File: src/logic/pbm_cfg.svh
// offsets, field positions and reset values of the bus-master transfer block
// assumes byte offsets within one 64-byte operation-register window
`ifndef PBM_CFG_SVH
`define PBM_CFG_SVH

// ------------------------------------------------------------
// register offsets (byte addresses)
// ------------------------------------------------------------
`define PBM_OFF_OUT_MBX0 6'h00
`define PBM_OFF_IN_MBX0 6'h10
`define PBM_OFF_WR_ADDR 6'h24
`define PBM_OFF_WR_CNT 6'h28
`define PBM_OFF_RD_ADDR 6'h2C
`define PBM_OFF_RD_CNT 6'h30
`define PBM_OFF_MBX_FLAGS 6'h34
`define PBM_OFF_IRQ_CSR 6'h38
`define PBM_OFF_BM_CTRL 6'h3C

// ------------------------------------------------------------
// irq_control_status fields
// ------------------------------------------------------------
`define PBM_ICSR_RW_MASK 32'h0000DF1F
`define PBM_ICSR_FLAG_MASK 32'h003F0000
`define PBM_ICSR_SUMMARY 23
`define PBM_ICSR_TABORT 21
`define PBM_ICSR_MABORT 20
`define PBM_ICSR_RD_DONE 19
`define PBM_ICSR_WR_DONE 18
`define PBM_ICSR_IN_MBX 17
`define PBM_ICSR_OUT_MBX 16
`define PBM_ICSR_RD_IEN 15
`define PBM_ICSR_WR_IEN 14
`define PBM_ICSR_IN_IEN 12
`define PBM_ICSR_OUT_IEN 4

// ------------------------------------------------------------
// bus-master control fields and reset values
// ------------------------------------------------------------
`define PBM_CTRL_WR_EN 0
`define PBM_CTRL_RD_EN 1
`define PBM_RST_WORD 32'h00000000
`define PBM_RST_ADDR 30'h00000000
`define PBM_FULL_WORD_BYTES 32'h00000004

`endif

File: src/logic/pbm_pkg.sv
// types shared by the bus-master transfer block and its bench
// assumes a 32-bit data path
package pbm_pkg;

	// ------------------------------------------------------------
	// master engine states
	// ------------------------------------------------------------
	typedef enum logic [1:0] {
		PBM_IDLE,
		PBM_WR_PHASE,
		PBM_RD_PHASE
	} pbm_state_t;

	// ------------------------------------------------------------
	// one data-phase request toward the bus
	// ------------------------------------------------------------
	typedef struct packed {
		logic valid;
		logic write;
		logic [31:0] addr;
		logic [3:0] be;
		logic [31:0] wdata;
	} pbm_mreq_t;

	// ------------------------------------------------------------
	// completion of a data phase from the bus
	// ------------------------------------------------------------
	typedef struct packed {
		logic ack;
		logic tabort;
		logic mabort;
		logic [31:0] rdata;
	} pbm_mrsp_t;

endpackage

File: src/logic/pbm_fifo.sv
// small synchronous fifo in the pci-to-add-on read data path
// assumes one clock; storage is flip-flops
`timescale 1ns/10ps
module pbm_fifo #(
	parameter int WIDTH = 32,
	parameter int DEPTH = 8
) (
	// clock and reset
	input wire logic clk_sys,
	input wire logic arst_n,
	// filling side
	input wire logic in_valid,
	output logic in_ready,
	input wire logic [WIDTH-1:0] in_data,
	// draining side
	output logic out_valid,
	input wire logic out_ready,
	output logic [WIDTH-1:0] out_data
);
	localparam int AW = (DEPTH > 1) ? $clog2(DEPTH) : 1;

	typedef struct packed {
		logic [DEPTH-1:0][WIDTH-1:0] mem;
		logic [AW-1:0] wr_ptr;
		logic [AW-1:0] rd_ptr;
		logic [AW:0] count;
	} pbm_fifo_st_t;

	pbm_fifo_st_t st_reg;
	pbm_fifo_st_t st_next;
	logic push;
	logic pop;

	assign in_ready = (st_reg.count != AW'(0) + (AW+1)'(DEPTH)) ? 1'b1 : 1'b0;
	assign out_valid = (st_reg.count != '0);
	assign out_data = st_reg.mem[st_reg.rd_ptr];
	assign push = in_valid & in_ready;
	assign pop = out_valid & out_ready;

	// ------------------------------------------------------------
	// pointer and count update
	// ------------------------------------------------------------
	always_comb begin
		st_next = st_reg;
		if (push) begin
			st_next.mem[st_reg.wr_ptr] = in_data;
			st_next.wr_ptr = (st_reg.wr_ptr == AW'(DEPTH - 1)) ? '0 : st_reg.wr_ptr + 1'b1;
		end
		if (pop) begin
			st_next.rd_ptr = (st_reg.rd_ptr == AW'(DEPTH - 1)) ? '0 : st_reg.rd_ptr + 1'b1;
		end
		if (push && !pop) begin
			st_next.count = st_reg.count + 1'b1;
		end else if (pop && !push) begin
			st_next.count = st_reg.count - 1'b1;
		end
	end

	always_ff @(posedge clk_sys or negedge arst_n) begin
		if (!arst_n) begin
			st_reg <= '0;
		end else begin
			st_reg <= st_next;
		end
	end
endmodule

File: src/logic/pbm_top.sv
// bus-master transfer control, mailbox status and interrupt sources
// assumes the pci target, pci master and add-on ports all run on clk_sys
//
// What this block does
// [RQ1] write count holds bytes left add-on to pci, falls per master write
// [RQ2] read count holds bytes left pci to add-on, falls per master read
// [RQ3] count at zero stops that transfer; enabled interrupt may follow
// [RQ4] odd byte count ends with a partial word using remaining lanes only
// [RQ5] read address is a 30-bit word counter, low two bits zero
// [RQ6] software gives non-zero length and word-aligned start address
// [RQ7] read address always points at next unread location
// [RQ8] address counter readable by target access during a transfer
// [RQ9] master read address phase drives the two low bits as zero
// [RQ10] address bit one always zero as master, signalling burst capable
// [RQ11] address and count registers also reachable from the add-on side
// [RQ12] mailbox status: outgoing bytes in 15:0, incoming in 31:16, one full
// [RQ13] status bit sets on source write, clears on destination read
// [RQ14] incoming bit is 16 plus four times mailbox index plus byte
// [RQ15] outgoing bit is four times mailbox index plus byte
// [RQ16] incoming mailboxes carry add-on to pci, outgoing pci to add-on
// [RQ17] interrupt sources: counts zero, mailbox events, target and master abort
// [RQ18] control register enables sources, shows cause, acknowledges it
// [RQ19] status flags clear on write one; control fields plain read/write
// [RQ20] separate enables gate read-done and write-done interrupts
// [RQ21] read-only summary bit is the or of condition bits 19..16
// [RQ22] each data phase lowers the count by bytes moved
`timescale 1ns/10ps
`include "pbm_cfg.svh"
module pbm_top #(
	parameter int FIFO_DEPTH = 8
) (
	// clock and reset
	input wire logic clk_sys,
	input wire logic arst_n,
	// pci target register access
	input wire logic tgt_wr,
	input wire logic tgt_rd,
	input wire logic [5:0] tgt_addr,
	input wire logic [3:0] tgt_be,
	input wire logic [31:0] tgt_wdata,
	output logic [31:0] tgt_rdata,
	// pci master data phases
	output pbm_pkg::pbm_mreq_t mst_req,
	input wire pbm_pkg::pbm_mrsp_t mst_rsp,
	// add-on register access
	input wire logic ao_bm_mode,
	input wire logic ao_wr,
	input wire logic ao_rd,
	input wire logic [5:0] ao_addr,
	input wire logic [3:0] ao_be,
	input wire logic [31:0] ao_wdata,
	output logic [31:0] ao_rdata,
	// add-on write stream toward pci
	input wire logic ao_wdat_valid,
	input wire logic [31:0] ao_wdat,
	output logic ao_wdat_ready,
	// add-on read stream from pci
	output logic ao_rdat_valid,
	input wire logic ao_rdat_ready,
	output logic [31:0] ao_rdat,
	// status
	output logic pci_irq,
	output logic wr_cnt_zero,
	output logic rd_cnt_zero
);
	typedef struct packed {
		pbm_pkg::pbm_state_t fsm;
		logic [29:0] wr_addr;
		logic [31:0] wr_cnt;
		logic [29:0] rd_addr;
		logic [31:0] rd_cnt;
		logic [1:0] ctrl;
		logic [31:0] icsr;
		logic [31:0] mailbox_full_flags;
		logic [7:0][31:0] mbox;
		logic [31:0] tgt_rdata;
		logic [31:0] ao_rdata;
		pbm_pkg::pbm_mreq_t req;
	} pbm_st_t;

	pbm_st_t st_reg;
	pbm_st_t st_next;
	logic fifo_in_ready;
	logic fifo_push;

	// ------------------------------------------------------------
	// helpers
	// ------------------------------------------------------------
	function automatic logic [31:0] lane_mask(input logic [3:0] be);
		lane_mask = {{8{be[3]}}, {8{be[2]}}, {8{be[1]}}, {8{be[0]}}};
	endfunction

	function automatic logic [31:0] merge(input logic [31:0] old, input logic [31:0] wd,
			input logic [3:0] be);
		merge = (old & ~lane_mask(be)) | (wd & lane_mask(be));
	endfunction

	// byte lanes left for the next data phase
	function automatic logic [3:0] lanes_left(input logic [31:0] cnt);
		if (cnt >= `PBM_FULL_WORD_BYTES) begin
			lanes_left = 4'hF;
		end else begin
			case (cnt[1:0])
				2'h3: lanes_left = 4'h7;
				2'h2: lanes_left = 4'h3;
				default: lanes_left = 4'h1;
			endcase
		end
	endfunction

	function automatic logic [31:0] bytes_moved(input logic [31:0] cnt);
		bytes_moved = (cnt >= `PBM_FULL_WORD_BYTES) ? `PBM_FULL_WORD_BYTES : cnt;
	endfunction

	function automatic logic [31:0] reg_view(input pbm_st_t s, input logic [5:0] a);
		logic [31:0] v;
		v = `PBM_RST_WORD;
		if (a[5:4] != 2'h3 && a < `PBM_OFF_WR_ADDR && a[5] == 1'b0) begin
			v = s.mbox[a[4:2]];
		end else begin
			case (a)
				`PBM_OFF_WR_ADDR: v = {s.wr_addr, 2'h0};
				`PBM_OFF_WR_CNT: v = s.wr_cnt;
				`PBM_OFF_RD_ADDR: v = {s.rd_addr, 2'h0}; // [RQ5] [RQ8]
				`PBM_OFF_RD_CNT: v = s.rd_cnt;
				`PBM_OFF_MBX_FLAGS: v = s.mailbox_full_flags; // [RQ12]
				`PBM_OFF_IRQ_CSR: begin
					v = s.icsr;
					v[`PBM_ICSR_SUMMARY] = |s.icsr[19:16]; // [RQ21]
				end
				`PBM_OFF_BM_CTRL: v = {30'h00000000, s.ctrl};
				default: v = `PBM_RST_WORD;
			endcase
		end
		reg_view = v;
	endfunction

	// ------------------------------------------------------------
	// read data buffer toward the add-on
	// ------------------------------------------------------------
	assign fifo_push = (st_reg.fsm == pbm_pkg::PBM_RD_PHASE) & mst_rsp.ack;

	pbm_fifo #(
		.WIDTH(32),
		.DEPTH(FIFO_DEPTH)
	) u_rd_fifo (
		.clk_sys(clk_sys),
		.arst_n(arst_n),
		.in_valid(fifo_push),
		.in_ready(fifo_in_ready),
		.in_data(mst_rsp.rdata),
		.out_valid(ao_rdat_valid),
		.out_ready(ao_rdat_ready),
		.out_data(ao_rdat)
	);

	assign mst_req = st_reg.req;
	assign tgt_rdata = st_reg.tgt_rdata;
	assign ao_rdata = st_reg.ao_rdata;
	assign wr_cnt_zero = (st_reg.wr_cnt == `PBM_RST_WORD);
	assign rd_cnt_zero = (st_reg.rd_cnt == `PBM_RST_WORD);
	assign pci_irq = |st_reg.icsr[21:16]; // [RQ17] [RQ18]
	assign ao_wdat_ready = (st_reg.fsm == pbm_pkg::PBM_WR_PHASE) & mst_rsp.ack;

	// ------------------------------------------------------------
	// next state
	// ------------------------------------------------------------
	always_comb begin
		logic [31:0] flag_set;
		logic [31:0] flag_clr;
		logic [31:0] mb_set;
		logic [31:0] mb_clr;
		logic [31:0] bm;
		logic [4:0] out_sel;
		logic [4:0] in_sel;
		logic [31:0] left;
		flag_set = '0;
		flag_clr = '0;
		mb_set = '0;
		mb_clr = '0;
		bm = '0;
		left = '0;
		out_sel = {1'b0, st_reg.icsr[3:0]};
		in_sel = 5'h10 + {1'b0, st_reg.icsr[11:8]};
		st_next = st_reg;

		// ------------------------------------------------------------
		// pci target access
		// ------------------------------------------------------------
		if (tgt_rd) begin
			st_next.tgt_rdata = reg_view(st_reg, tgt_addr);
			if (tgt_addr[5:4] == 2'h1) begin
				for (int b = 0; b < 4; b++) begin
					if (tgt_be[b]) begin
						mb_clr[16 + 4 * tgt_addr[3:2] + b] = 1'b1; // [RQ13] [RQ14]
					end
				end
			end
		end
		if (tgt_wr) begin
			bm = lane_mask(tgt_be);
			case (tgt_addr)
				`PBM_OFF_WR_ADDR: st_next.wr_addr = 30'(merge({st_reg.wr_addr, 2'h0},
					tgt_wdata, tgt_be) >> 2);
				`PBM_OFF_WR_CNT: st_next.wr_cnt = merge(st_reg.wr_cnt, tgt_wdata, tgt_be);
				`PBM_OFF_RD_ADDR: st_next.rd_addr = 30'(merge({st_reg.rd_addr, 2'h0},
					tgt_wdata, tgt_be) >> 2); // [RQ5]
				`PBM_OFF_RD_CNT: st_next.rd_cnt = merge(st_reg.rd_cnt, tgt_wdata, tgt_be);
				`PBM_OFF_IRQ_CSR: begin
					st_next.icsr = (st_reg.icsr & ~(`PBM_ICSR_RW_MASK & bm))
						| (tgt_wdata & `PBM_ICSR_RW_MASK & bm); // [RQ19]
					flag_clr = tgt_wdata & `PBM_ICSR_FLAG_MASK & bm; // [RQ19]
				end
				`PBM_OFF_BM_CTRL: if (tgt_be[0]) begin
					st_next.ctrl = tgt_wdata[1:0];
				end
				default: begin
					if (tgt_addr[5:4] == 2'h0) begin
						st_next.mbox[tgt_addr[3:2]] = merge(st_reg.mbox[tgt_addr[3:2]],
							tgt_wdata, tgt_be); // [RQ16]
						for (int b = 0; b < 4; b++) begin
							if (tgt_be[b]) begin
								mb_set[4 * tgt_addr[3:2] + b] = 1'b1; // [RQ13] [RQ15]
							end
						end
					end
				end
			endcase
		end

		// ------------------------------------------------------------
		// add-on access
		// ------------------------------------------------------------
		if (ao_rd) begin
			st_next.ao_rdata = reg_view(st_reg, ao_addr);
			if (ao_addr[5:4] == 2'h0) begin
				for (int b = 0; b < 4; b++) begin
					if (ao_be[b]) begin
						mb_clr[4 * ao_addr[3:2] + b] = 1'b1; // [RQ13] [RQ15]
					end
				end
			end
		end
		if (ao_wr) begin
			case (ao_addr)
				`PBM_OFF_WR_ADDR: if (ao_bm_mode) begin
					st_next.wr_addr = 30'(merge({st_reg.wr_addr, 2'h0}, ao_wdata, ao_be) >> 2);
				end // [RQ11]
				`PBM_OFF_WR_CNT: if (ao_bm_mode) begin
					st_next.wr_cnt = merge(st_reg.wr_cnt, ao_wdata, ao_be);
				end // [RQ11]
				`PBM_OFF_RD_ADDR: if (ao_bm_mode) begin
					st_next.rd_addr = 30'(merge({st_reg.rd_addr, 2'h0}, ao_wdata, ao_be) >> 2);
				end // [RQ11]
				`PBM_OFF_RD_CNT: if (ao_bm_mode) begin
					st_next.rd_cnt = merge(st_reg.rd_cnt, ao_wdata, ao_be);
				end // [RQ11]
				default: begin
					if (ao_addr[5:4] == 2'h1) begin
						st_next.mbox[{1'b1, ao_addr[3:2]}] =
							merge(st_reg.mbox[{1'b1, ao_addr[3:2]}], ao_wdata, ao_be); // [RQ16]
						for (int b = 0; b < 4; b++) begin
							if (ao_be[b]) begin
								mb_set[16 + 4 * ao_addr[3:2] + b] = 1'b1; // [RQ13] [RQ14]
							end
						end
					end
				end
			endcase
		end

		// mailbox interrupt events on the selected byte
		if (st_reg.icsr[`PBM_ICSR_OUT_IEN] && mb_clr[out_sel]) begin
			flag_set[`PBM_ICSR_OUT_MBX] = 1'b1; // [RQ17]
		end
		if (st_reg.icsr[`PBM_ICSR_IN_IEN] && mb_set[in_sel]) begin
			flag_set[`PBM_ICSR_IN_MBX] = 1'b1; // [RQ17]
		end

		// ------------------------------------------------------------
		// master engine
		// ------------------------------------------------------------
		case (st_reg.fsm)
			pbm_pkg::PBM_IDLE: begin
				st_next.req.valid = 1'b0;
				if (st_reg.ctrl[`PBM_CTRL_WR_EN] && st_reg.wr_cnt != `PBM_RST_WORD
						&& ao_wdat_valid) begin
					st_next.fsm = pbm_pkg::PBM_WR_PHASE;
					st_next.req.valid = 1'b1;
					st_next.req.write = 1'b1;
					st_next.req.addr = {st_reg.wr_addr, 2'h0}; // [RQ10]
					st_next.req.be = lanes_left(st_reg.wr_cnt); // [RQ4]
					st_next.req.wdata = ao_wdat;
				end else if (st_reg.ctrl[`PBM_CTRL_RD_EN] && st_reg.rd_cnt != `PBM_RST_WORD
						&& fifo_in_ready) begin
					st_next.fsm = pbm_pkg::PBM_RD_PHASE;
					st_next.req.valid = 1'b1;
					st_next.req.write = 1'b0;
					st_next.req.addr = {st_reg.rd_addr, 2'h0}; // [RQ9] [RQ10]
					st_next.req.be = lanes_left(st_reg.rd_cnt); // [RQ4]
					st_next.req.wdata = `PBM_RST_WORD;
				end
			end
			pbm_pkg::PBM_WR_PHASE: begin
				if (mst_rsp.tabort || mst_rsp.mabort) begin
					st_next.fsm = pbm_pkg::PBM_IDLE;
					st_next.req.valid = 1'b0;
					st_next.ctrl[`PBM_CTRL_WR_EN] = 1'b0;
				end else if (mst_rsp.ack) begin
					st_next.fsm = pbm_pkg::PBM_IDLE;
					st_next.req.valid = 1'b0;
					left = st_reg.wr_cnt - bytes_moved(st_reg.wr_cnt); // [RQ1] [RQ22]
					st_next.wr_cnt = left;
					st_next.wr_addr = st_reg.wr_addr + 30'h1;
					if (left == `PBM_RST_WORD) begin
						st_next.ctrl[`PBM_CTRL_WR_EN] = 1'b0; // [RQ3]
						flag_set[`PBM_ICSR_WR_DONE] = st_reg.icsr[`PBM_ICSR_WR_IEN]; // [RQ20]
					end
				end
			end
			pbm_pkg::PBM_RD_PHASE: begin
				if (mst_rsp.tabort || mst_rsp.mabort) begin
					st_next.fsm = pbm_pkg::PBM_IDLE;
					st_next.req.valid = 1'b0;
					st_next.ctrl[`PBM_CTRL_RD_EN] = 1'b0;
				end else if (mst_rsp.ack) begin
					st_next.fsm = pbm_pkg::PBM_IDLE;
					st_next.req.valid = 1'b0;
					left = st_reg.rd_cnt - bytes_moved(st_reg.rd_cnt); // [RQ2] [RQ22]
					st_next.rd_cnt = left;
					st_next.rd_addr = st_reg.rd_addr + 30'h1; // [RQ7]
					if (left == `PBM_RST_WORD) begin
						st_next.ctrl[`PBM_CTRL_RD_EN] = 1'b0; // [RQ3]
						flag_set[`PBM_ICSR_RD_DONE] = st_reg.icsr[`PBM_ICSR_RD_IEN]; // [RQ20]
					end
				end
			end
			default: begin
				st_next.fsm = pbm_pkg::PBM_IDLE;
				st_next.req.valid = 1'b0;
			end
		endcase
		if (st_reg.fsm != pbm_pkg::PBM_IDLE) begin
			flag_set[`PBM_ICSR_TABORT] = mst_rsp.tabort; // [RQ17]
			flag_set[`PBM_ICSR_MABORT] = mst_rsp.mabort; // [RQ17]
		end

		// set wins over clear for both flag groups
		st_next.icsr = (st_next.icsr & ~flag_clr) | (flag_set & `PBM_ICSR_FLAG_MASK); // [RQ19]
		st_next.mailbox_full_flags = (st_reg.mailbox_full_flags & ~mb_clr) | mb_set; // [RQ13]
	end

	// ------------------------------------------------------------
	// state register
	// ------------------------------------------------------------
	always_ff @(posedge clk_sys or negedge arst_n) begin
		if (!arst_n) begin
			st_reg <= '0;
		end else begin
			st_reg <= st_next;
		end
	end
endmodule

File: config.mk
export PLATFORM = sky130hd
export DESIGN_NAME = pbm_top
export DESIGN_NICKNAME = d
export VERILOG_FILES = /design/src/logic/pbm_pkg.sv /design/src/logic/pbm_fifo.sv /design/src/logic/pbm_top.sv
export VERILOG_INCLUDE_DIRS = /design/src /design/src/logic
export SDC_FILE = /design/constraint.sdc
export NUM_CORES = 2
export LEC_CHECK = 0
export ABC_CLOCK_PERIOD_IN_PS = 3850
export BUFFER_PORTS_ARGS = -buffer_cell sky130_fd_sc_hd__buf_2
export CAP_MARGIN = 20
export CELL_PAD_IN_SITES_DETAIL_PLACEMENT = 0
export CELL_PAD_IN_SITES_GLOBAL_PLACEMENT = 2
export CORE_MARGIN = 2
export CORE_UTILIZATION = 37
export DETAILED_ROUTE_END_ITERATION = 8
export PLACE_DENSITY = 0.78
export SETUP_SLACK_MARGIN = 0.15
export SLEW_MARGIN = 20
export SYNTH_ARGS = -nofsm -noshare
export SYNTH_HDL_FRONTEND = slang
export SYNTH_SLANG_ARGS = --single-unit
File: constraint.sdc
create_clock -name clk_sys -period 3.85 [get_ports clk_sys]
set_clock_uncertainty 0.15 [all_clocks]
set_input_delay 0.5775 -clock clk_sys [delete_from_list [all_inputs] [get_ports clk_sys]]
set_output_delay 0.5775 -clock clk_sys [all_outputs]
set_load 0.05 [all_outputs]
==> impl_metrics.ini <==
[status]
status = finished with violations
violations = DRC

[placed_design]
portBuffers = 328
placed_area_sq_um = 48400
place_hpwl_microns = 121000
place_congestion = 0.948
dp.cells = 5732

[timing]
period_needed_ns = 3.64
setup_violations = 0
finalCritPeriodShare = 0.946
slew_headroom = 0.327
worstMarginPinSlew_ns = 1.01
hold_viol = 0
fmax_mhz = 275
slew_viol_final = 0
rsz0062_at_grt = yes
finalSetupTns_ns = 0

[worst_setup_path]
critPathBufInv = 2
endpoint_kind = output pin
slowest_delay_ns = 0.56
crit_type = reg2out
worstPathCellList = buf_4 > or4_4 > nor3b_4 > and4b_2 > nand2b_1 > nor2_2 > buf_6
cp.required_ns = 3.12
worst_setup_path_start_kind = register
crit_slowest_cell = or4_4
arrival_ns = 2.91
critPathMaxFanout = 5
critPathTopFamily = simple AND/OR/NAND/NOR gates

[floorplan]
die_x_microns = 352
core_sq_um = 120000
die_h_microns = 352
fp-row-count = 127
die_area_sq_um = 124000
start_util = 0.373
io_pins = 331

[drt]
avgRoutedWirePerCell_microns = 28.1
num_vias = 35900
postRouteAntennaNets = 0
drt_iter0_drc = 4007
totalWireLength_microns = 168000
vias_per_cell = 6.01
drcViolationCount = 15
first_pass_iters = 9

[global_route]
grt_pass1_wl_microns = 243000
antenna_found_initial = 20
grt_overflow = 0
track_usage = 0.268
grt_pass1_vias = 35100
grt_max_degree = 102

[synth]
ys_ff_latch = 832
ys_top_cells_by_area = dfrtp_1 (47%), mux4_2 (9.8%), mux2_2 (7.6%)
netlist_instances = 4021
synth.cell_area_sq_um = 44700
synth_top_cells_by_count = dfrtp_1 (832), nand2_1 (436), o21ai_0 (339)
ys_types = 80
yosysMostFrequentCell = dfrtp_1
synth-async-reset-ratio = 1.00
yosysSeqAreaShare = 0.465
synth_edf_count = 0
synth_top_area_frac = 0.465
post_synth.cell_area_avg_sq_um = 11.1
yosysWarnings = 0
synth_largest_area_cell = dfrtp_1
synth_top_flop_cell = dfrtp_1

[cells_and_area]
nets = 4453
layoutNonFillerInstCount = 5976
final_util = 0.438
drive_above_1_share = 0.302
fin_area_sq_um = 52600
syn_to_final_growth_pct = 17.5
largest_register_ffs = 434

[clock_network]
cts_buffers = 96
cts_buffer_depth = 3
clock_latency_ns = 0.73
clkTransAtPathRegs_ns = 0.06
cts.sinks = 832
tritoncts = done
h-tree-depth = 3
cts_root_buffer = clkbuf_16

[power_and_ir_drop]
leakage_nw = 23.0
ir_drop_mv = 0.489
power_density_nw_per_um2 = 687

[flow_run]
drv_cap = 0

[min_path]
min_path_type = in2reg
[kinds of logic (layout without fill, tap and decap cells)]
group / count (synthesis) / after routing / share of synthesized area
simple gates: 887 / 887 / 0.0903
flops: 832 / 832 / 0.465
compound gates: 1081 / 1081 / 0.168
mux: 607 / 607 / 0.199
other cells: 2 / 11 / 0.000168
fa+ha+maj: 15 / 15 / 0.00436
buf+inv: 492 / 826 / 0.0529
xor+xnor: 105 / 105 / 0.0206
[worst register-to-register path, cell delays in order (launching register included)]
cell      delay (ns)
dfrtp_1         0.37
or4_4           0.54
or4_4           0.45
nor2_4          0.14
nand2_1         0.10
nand2_2         0.09
ha_4            0.17
o21a_1          0.16
a31oi_1         0.09
o211ai_2        0.18
xor2_1          0.20
or3b_4          0.41
nor4_4          0.28
a32o_1          0.19
[path summary, 6_finish.rpt]
path                       depth (start not counted)        start  slack, ns              endpoint
hold reg to reg                                    1  mst_req[32]       0.32           mst_req[32]
setup reg to reg                                  13  st_reg[475]       0.27           st_reg[441]
setup / recovery                                   7  st_reg[482]       0.21           rd_cnt_zero
hold / removal                                     2   mst_rsp[2]       0.05  u_rd_fifo.st_reg[76]
max in group asynchronous                          3       arst_n       2.17           st_reg[192]
min in group asynchronous                          2       arst_n       0.32           mst_req[64]
[timing repair]
item | in CTS | in global routing
hold endpoints to repair | 204 | 0
pin swaps | 6 | 5
hold buffers | 53 | 0
setup endpoints to repair | 3 | 7
resized for setup | 9 | 14
buffers inserted | 4 | 3
[cell usage in the layout (no fill, tap or decap), drive strengths merged, types with 59 or more instances in the layout]
cell type  netlist  routed
a22o           155     155
a211oi          61      61
o21ai          343     343
nand2          436     436
nor3            63      63
clkbuf         291     133
dfrtp          832     832
nor2           153     153
a22oi          110     110
nand3           59      59
buf            185     579
mux4           195     195
mux2           303     303
a21oi           72      72
mux2i          109     109
[per-layer routing]
metal | vias to the layer above | track usage | wire [microns]
li1 | 15600 | - | -
met1 | 18400 | 0.392 | 73400
met2 | 1699 | 0.393 | 72700
met3 | 275 | 0.0566 | 16600
met4 | 8 | 0.0880 | 5170
met5 | - | 0 | 50
[report_power, final]
group	total [mW]	internal [mW]	leakage (nW)	switching [mW]
Combinational	12.7	5.01	10.4	7.71
Clock	9.94	5.88	1.68	4.06
Sequential	13.5	11.1	10.9	2.34
[area by class of cell]
class	instances	area, sq um
well taps	1612	2020
fillers	11400	67400
flip-flops and latches	832	20800
clock buffers	132	2760
repair buffers	633	4370
clock inverters	45	733
multi-input cells	2699	21800
diodes	7	17.5
inverters	16	60.1
[per-stage QoR]
| step | power (mW) | hold slack [ns] | worst slack (ns) |
|---|---|---|---|
| final | 36.1 | 0.0481 | 0.209 |
| after CTS | 36.1 | 0.000635 | 0.141 |
| after detailed placement | 25.9 | 0.306 | 0.0281 |
| after global routing | 37.8 | 0.0436 | 0.0889 |
| after global placement | 25.8 | 0.294 | 0.0540 |
| after floorplan | 21.6 | 0.132 | 0.160 |
Power figures use the tool's default switching activity.
